[config.mk]
export PLATFORM = sky130hd
export DESIGN_NAME = hbridge_stage_control
export DESIGN_NICKNAME = d
export VERILOG_FILES = /design/src/hbridge_pkg.sv /design/src/hbridge_stage_control.sv /design/src/dead_time_gen.sv
export VERILOG_INCLUDE_DIRS = /design/src
export SDC_FILE = /design/constraint.sdc
export NUM_CORES = 1
export LEC_CHECK = 0
export ABC_CLOCK_PERIOD_IN_PS = 2100
export BUFFER_PORTS_ARGS = -buffer_cell sky130_fd_sc_hd__buf_2
export CORE_MARGIN = 8
export CORE_UTILIZATION = 54
export DETAILED_ROUTE_END_ITERATION = 8
export HOLD_SLACK_MARGIN = 0.1
export MAX_ROUTING_LAYER = met4
export PLACE_DENSITY_LB_ADDON = 0.3
export SLEW_MARGIN = 20
export SYNTH_ARGS = -nofsm -noshare
export SYNTH_HDL_FRONTEND = slang
export SYNTH_SLANG_ARGS = --single-unit
[constraint.sdc]
create_clock -name clk -period 2.1 [get_ports clk]
set_input_delay 0.105 -clock clk [delete_from_list [all_inputs] [get_ports clk]]
set_output_delay 0.105 -clock clk [all_outputs]
set_load 0.01 [all_outputs]
[src/hbridge_cfg.svh]
/*
 Constants for the H-bridge stage control: pin bit positions, reset values, timing.
 Assumes a single 25 MHz clock and that the includer has the package types.
*/
`ifndef HBRIDGE_CFG_SVH
`define HBRIDGE_CFG_SVH

`define CLK_PERIOD_NS 40
`define DEAD_TIME_NS 80
`define DEAD_CYCLES ((`DEAD_TIME_NS + `CLK_PERIOD_NS - 1) / `CLK_PERIOD_NS)

`define PIN_COUNT 8
`define PIN_RESET 0
`define PIN_PWM_A 1
`define PIN_PWM_B 2
`define PIN_UV 3
`define PIN_OC 4
`define PIN_OT 5
`define PIN_WARN 6
`define PIN_SUPPLY 7

`define PIN_RESET_VALUE 8'h40
`define FLAG_RESET_VALUE 1'b1
`define WARN_RESET_VALUE 1'b1

`endif

[src/hbridge_pkg.sv]
/*
 Types for the H-bridge stage control.
 Assumes hbridge_cfg.svh supplies the pin count.
*/
`include "hbridge_cfg.svh"

package hbridge_pkg;

    typedef enum logic [1:0] {
        ST_HOLD,
        ST_READY,
        ST_RUN,
        ST_FAULT
    } stage_mode_e;

    typedef struct packed {
        logic [`PIN_COUNT-1:0] s1;
        logic [`PIN_COUNT-1:0] s2;
        logic [`PIN_COUNT-1:0] s3;
        logic [`PIN_COUNT-1:0] filt;
        stage_mode_e mode;
        logic flag_n;
        logic warn_n;
    } stage_state_s;

endpackage

[src/hbridge_stage_control.sv]
/*
 Control logic of an H-bridge power stage: pin synchronisers, reset and
 protection state machine, fault and warning flags, two dead-time drivers.
 Assumes analog comparators deliver the error levels and supply-good level,
 and the gate driver turns the four switch enables into the bridge.
*/
`timescale 1ns/10ps
`include "hbridge_cfg.svh"

module hbridge_stage_control
    import hbridge_pkg::*;
#(
    parameter int DEAD_CYCLES = `DEAD_CYCLES
) (
    input wire logic clk,
    input wire logic sys_rst,
    input wire logic reset_n,
    input wire logic pwm_in_a,
    input wire logic pwm_in_b,
    input wire logic gate_supply_good,
    input wire logic uv_error,
    input wire logic oc_error,
    input wire logic ot_error,
    input wire logic ot_warning,
    output logic high_a,
    output logic low_a,
    output logic high_b,
    output logic low_b,
    output logic fault_flag_n,
    output logic fault_flag_oe,
    output logic overtemp_warning_n,
    output logic overtemp_warning_oe
);

    localparam stage_state_s STATE_RESET = '{
        s1: `PIN_RESET_VALUE,
        s2: `PIN_RESET_VALUE,
        s3: `PIN_RESET_VALUE,
        filt: `PIN_RESET_VALUE,
        mode: ST_HOLD,
        flag_n: `FLAG_RESET_VALUE,
        warn_n: `WARN_RESET_VALUE
    };

    stage_state_s cur;
    stage_state_s next_cur;
    logic [`PIN_COUNT-1:0] pins;
    logic [`PIN_COUNT-1:0] differ;
    logic rst_hi;
    logic err_any;
    logic supply_ok;
    logic bridge_en;

    assign pins = {gate_supply_good, ot_warning, ot_error, oc_error, uv_error,
                   pwm_in_b, pwm_in_a, reset_n};

    // Filtered pin levels and derived conditions
    assign rst_hi = cur.filt[`PIN_RESET];
    assign supply_ok = cur.filt[`PIN_SUPPLY];
    assign err_any = cur.filt[`PIN_UV] | cur.filt[`PIN_OC] | cur.filt[`PIN_OT];

    always_comb begin
        next_cur = cur;
        // Three-stage synchroniser, change taken once stages two and three agree
        differ = cur.s2 ^ cur.s3;
        next_cur.s1 = pins;
        next_cur.s2 = cur.s1;
        next_cur.s3 = cur.s2;
        next_cur.filt = (~differ & cur.s3) | (differ & cur.filt);

        if (!supply_ok) begin
            next_cur.mode = ST_HOLD;
        end else begin
            case (cur.mode)
                ST_HOLD: begin
                    // Start-up Hi-Z until reset seen low
                    if (!rst_hi) begin
                        next_cur.mode = ST_READY;
                    end
                end
                ST_READY: begin
                    if (rst_hi) begin
                        next_cur.mode = err_any ? ST_FAULT : ST_RUN;
                    end
                end
                ST_RUN: begin
                    if (!rst_hi) begin
                        next_cur.mode = ST_READY;
                    end else if (err_any) begin
                        next_cur.mode = ST_FAULT;
                    end
                end
                ST_FAULT: begin
                    // Latch cleared on reset falling edge
                    if (!rst_hi) begin
                        next_cur.mode = ST_READY;
                    end
                end
                default: begin
                    next_cur.mode = ST_HOLD;
                end
            endcase
        end

        next_cur.flag_n = (next_cur.mode != ST_FAULT);
        next_cur.warn_n = ~(next_cur.filt[`PIN_WARN] & next_cur.filt[`PIN_SUPPLY]);

        // Switching only in run, never on the reserved both-high input
        bridge_en = (next_cur.mode == ST_RUN) &&
                    !(next_cur.filt[`PIN_PWM_A] && next_cur.filt[`PIN_PWM_B]);
    end

    always_ff @(posedge clk or posedge sys_rst) begin
        if (sys_rst) begin
            cur <= STATE_RESET;
        end else begin
            cur <= next_cur;
        end
    end

    dead_time_gen #(
        .DEAD_CYCLES(DEAD_CYCLES)
    ) half_a (
        .clk(clk),
        .sys_rst(sys_rst),
        .en(bridge_en),
        .demand(next_cur.filt[`PIN_PWM_A]),
        .high_on(high_a),
        .low_on(low_a)
    );

    dead_time_gen #(
        .DEAD_CYCLES(DEAD_CYCLES)
    ) half_b (
        .clk(clk),
        .sys_rst(sys_rst),
        .en(bridge_en),
        .demand(next_cur.filt[`PIN_PWM_B]),
        .high_on(high_b),
        .low_on(low_b)
    );

    // Open-drain flags, enable high while pulling low
    assign fault_flag_n = cur.flag_n;
    assign fault_flag_oe = ~cur.flag_n;
    assign overtemp_warning_n = cur.warn_n;
    assign overtemp_warning_oe = ~cur.warn_n;

    // Checks
    logic any_on;
    assign any_on = high_a | low_a | high_b | low_b;
endmodule // hbridge_stage_control

[src/dead_time_gen.sv]
/*
 One half-bridge switch driver with dead time between high and low side.
 Assumes demand and en come from logic on the same clock.
*/
`timescale 1ns/10ps
`include "hbridge_cfg.svh"

module dead_time_gen #(
    parameter int DEAD_CYCLES = `DEAD_CYCLES
) (
    input wire logic clk,
    input wire logic sys_rst,
    input wire logic en,
    input wire logic demand,
    output logic high_on,
    output logic low_on
);
    localparam int CW = $clog2(DEAD_CYCLES + 1);
    localparam logic [CW-1:0] DEAD_LOAD = CW'(DEAD_CYCLES);

    typedef struct packed {
        logic high_on;
        logic low_on;
        logic side;
        logic [CW-1:0] count;
    } dead_state_s;

    localparam dead_state_s DEAD_RESET = '{high_on: 1'b0, low_on: 1'b0, side: 1'b0,
                                            count: DEAD_LOAD};

    dead_state_s cur;
    dead_state_s next_cur;

    always_comb begin
        next_cur = cur;
        if (!en) begin
            next_cur.high_on = 1'b0;
            next_cur.low_on = 1'b0;
            next_cur.count = DEAD_LOAD;
        end else if (demand != cur.side) begin
            next_cur.high_on = 1'b0;
            next_cur.low_on = 1'b0;
            next_cur.side = demand;
            next_cur.count = DEAD_LOAD;
        end else if (cur.count != '0) begin
            next_cur.count = cur.count - CW'(1);
        end else begin
            next_cur.high_on = cur.side;
            next_cur.low_on = ~cur.side;
        end
    end

    always_ff @(posedge clk or posedge sys_rst) begin
        if (sys_rst) begin
            cur <= DEAD_RESET;
        end else begin
            cur <= next_cur;
        end
    end

    assign high_on = cur.high_on;
    assign low_on = cur.low_on;
endmodule // dead_time_gen

==> out/metrics.csv <==
stage,metric,value,unit
outcome,status,finished clean,
worst_setup_path,reg2reg_from,cur[3],
placed_design,gp_congestion,0.8112,
die,die_h,72.03,um
grt,antenna_found_initial,0,
power,power.leakage,0.9659,nW
layout,drive_gt1_share,26.75,%
layout,multi_input_area,474.2,um2
cts,cts_tree,built,
cts,cts-htree-levels,2,
layout,regArea,1161,um2
route,wirelength,2.571,mm
timing,drv_slew,0,
timing,fin_crit,1871,ps
layout,regMostFlops,cur,
route,via_per_inst,4.980,
power,peakVddDrop,641.3,uV
cts,clock_path_buffers,2,
cts,cts-root-buf,clkbuf_4,
timing,worst_pin_slew,523.9,ps
hold_path,whs_path_depth,0,
worst_setup_path,worst-setup-path-type,flop to flop,
layout,area_growth,20.74,%
worst_setup_path,ff2ff_path_depth,7,
worst_setup_path,cp_max_fo,8,
timing,finalHoldViolCount,0,
route,vias,1001,
grt,gr-usage-met1,12.64,%
power,p_sw,0.6018,mW
grt,grt_usage,11.27,%
die,die_w,72.03,um
power,powerDensity,1050,nW/um2
die,core,3028,um2
logic_synthesis,synth.distinct_cells,30,
grt,grt_pass1_wl,4.374,mm
power,pwr-share-seq,48.7,%
logic_synthesis,avgSynthCellArea,14.01,um2
layout,fillers,220,
cts,cts_buffers,5,
timing,fmax,534.4,MHz
cts,clk_pin_slew,130,ps
logic_synthesis,synth.area.top_cells,"dfrtp_1 (56%), dfstp_2 (12%), ha_1 (5.9%)",
run,drv_cap,0,
grt,grt_pass1_vias,1023,
route,ant_nets,0,
grt,grtUsageMet2,17.31,%
route,first_pass_iters,4,
worst_setup_path,rrSetupSlack,230,ps
timing,max_slew_margin,65.07,%
timing,fin_skew,9.079,ps
timing,finalSetupViolCount,0,
logic_synthesis,yosysSeqAreaShare,68.49,%
layout,n_antenna_cell,0,
worst_setup_path,max_stage_delay,450,ps
timing,rsz0062_at_grt,no,
power,p_sw_share,27.99,%
logic_synthesis,synth_top_area_cell,dfrtp_1,
die,dieArea,5188,um2
die,io_pins,18,
die,start_util,55.99,%
worst_setup_path,path_cells,"inv_1, ha_1, or2b_1, o221ai_2, a21o_4, o211ai_4, or3_1",
layout,reg_top3,"cur (30), half_a.cur (3), half_b.cur (3)",
grt,busiest_layer,met2,
route,drcViolationCount,0,
layout,largest_reg_flops,30,
logic_synthesis,ys_ff_latch,46,
worst_setup_path,crit_buf_inv,1,
worst_setup_path,crit_family,simple AND/OR/NAND/NOR gates,
power,combinationalPowerShare,21.0,%
layout,fin_nets,174,
timing,setup_tns,0,ps
cts,clk_latency,360,ps
worst_setup_path,critPathCaptureType,flop,
grt,grtUsageMet3,3.581,%
placed_design,post-dp-hpwl,1.840,mm
logic_synthesis,ys_warn_count,0,
power,clock_power_share,30.3,%
worst_setup_path,crit_required,2390,ps
hold_path,whs_endpoint,cur[21],
timing,fin_crit_sh,89.10,%
logic_synthesis,netlist_area,1695,um2
hold_path,hold_path.class,flop to flop,
grt,grt_start_max_net_pins,47,
logic_synthesis,synth_cells,121,
placed_design,portBuffers,17,
die,fp-row-count,20,
route,wl_per_cell,12.79,um
grt,overflow,0,
logic_synthesis,syn-num-nets,139,
layout,post-route-util,67.60,%
logic_synthesis,yosys.area.top_type_share,56.09,%
worst_setup_path,cpMaxStageDelayCell,dfrtp_1,
power,power,2.150,mW
worst_setup_path,startpoint_type,flop,
cts,cts_sinks,46,
power,internal-power,1.548,mW
worst_setup_path,r2r_end,half_b.cur[1],
hold_path,min-delay-start,cur[29],
worst_setup_path,critPathArrivalTime,2160,ps
route,drtIter0Drc,29,
[kinds of logic (layout without fill, tap and decap cells)]
family | after synthesis | after routing | share of synthesized area [%]
buffers and inverters | 15 | 51 | 3.543
flip-flops | 46 | 46 | 68.49
multiplexers | 2 | 2 | 1.181
adder cells (fa/ha/maj) | 14 | 14 | 9.447
AND/OR/NAND/NOR | 18 | 18 | 5.536
XOR/XNOR | 2 | 2 | 1.033
AO/OA/AOI/OAI | 24 | 24 | 10.77
[worst max-delay path by stage]
| stage | endpoint | from | cells after the start |
|---|---|---|---|
| after detailed placement | half_b.cur[1] | cur[3] | 7 |
| after floorplan | half_a.cur[2] | cur[2] | 8 |
| final | half_b.cur[1] | cur[3] | 7 |
| after CTS | half_b.cur[1] | cur[3] | 7 |
| after global routing | half_a.cur[1] | cur[2] | 7 |
| after global placement | half_b.cur[1] | cur[3] | 7 |
[cell type report]
| cell class | count | share of cell area, % |
|---|---|---|
| sequential | 46 | 56.72 |
| clock inverter | 3 | 3.362 |
| inverter | 14 | 2.567 |
| tap | 44 | 2.689 |
| timing repair buffer | 29 | 9.658 |
| multi-input combinational | 60 | 23.17 |
| clock buffer | 5 | 1.834 |
[worst reg2reg max path: cells and delay by family (launching register included)]
family,cells,cell delay (ps)
DFF,1,450
AOI/OAI and AO/OA,3,440
buffers and inverters,1,70
adders and majority gates,1,200
and+or+nand+nor,2,630
[cells in the mapped netlist]
cell / number
and2_2: 1
a41oi_1: 2
o311ai_0: 1
a31oi_1: 2
or3_4: 1
o21ai_0: 5
a21oi_1: 5
ha_1: 8
o211ai_1: 1
or3_1: 2
dfstp_2: 8
o21ai_1: 2
inv_1: 14
a21o_2: 1
nand3_1: 1
buf_4: 1
a21o_1: 1
o211ai_4: 1
mux2i_1: 2
xor2_1: 2
and2_1: 1
a21o_4: 1
o221ai_2: 1
nor3_1: 2
nand2_1: 7
nor2_1: 2
dfrtp_1: 38
maj3_1: 6
o2bb2ai_1: 1
or2b_1: 1
[placed cells by master, fill, tap and decap left out, types with 3 or more instances in the layout]
cell type and n:
dfrtp_1 38, dlygate4sd3_1 9, maj3_1 6, inv_1 14
clkbuf_4 5, buf_4 3, a21oi_1 5, nand2_1 7
dfstp_2 8, buf_2 17, ha_1 8, o21ai_0 5
[power groups by stage]
stage / Combinational [mW] / Clock, mW / Sequential [mW]
after floorplan: 0.325 / 0 / 1.05
after global placement: 0.395 / 0 / 1.06
after detailed placement: 0.430 / 0 / 1.07
after CTS: 0.450 / 0.666 / 1.05
after global routing: 0.498 / 0.701 / 1.06
final: 0.451 / 0.651 / 1.05
[metrics by stage]
stage / cells / area (um2) / setup slack, ps / hold slack [ps]
global placement: 184 / 1851 / 376.9 / 211.4
CTS: 201 / 2047 / 238.9 / 362.6
floorplan: 121 / 1695 / 425.7 / 109.5
global route: 201 / 2047 / 134.4 / 349.3
detailed placement: 184 / 1851 / 279.0 / 214.4
finish: 201 / 2047 / 228.8 / 363.1
[repair_timing]
action / CTS / global route
setup buffers: 0 / 0
hold buffers: 9 / 0
endpoints found under the hold margin: 46 / 0
resized for setup: 0 / 0
[layer usage]
layer	routed length, um	share of wire [%]
met5	0	0
met4	56	2.2
met3	117	4.6
met2	1213	47
met1	1183	46
No activity file was read; power rests on OpenSTA's default activity.
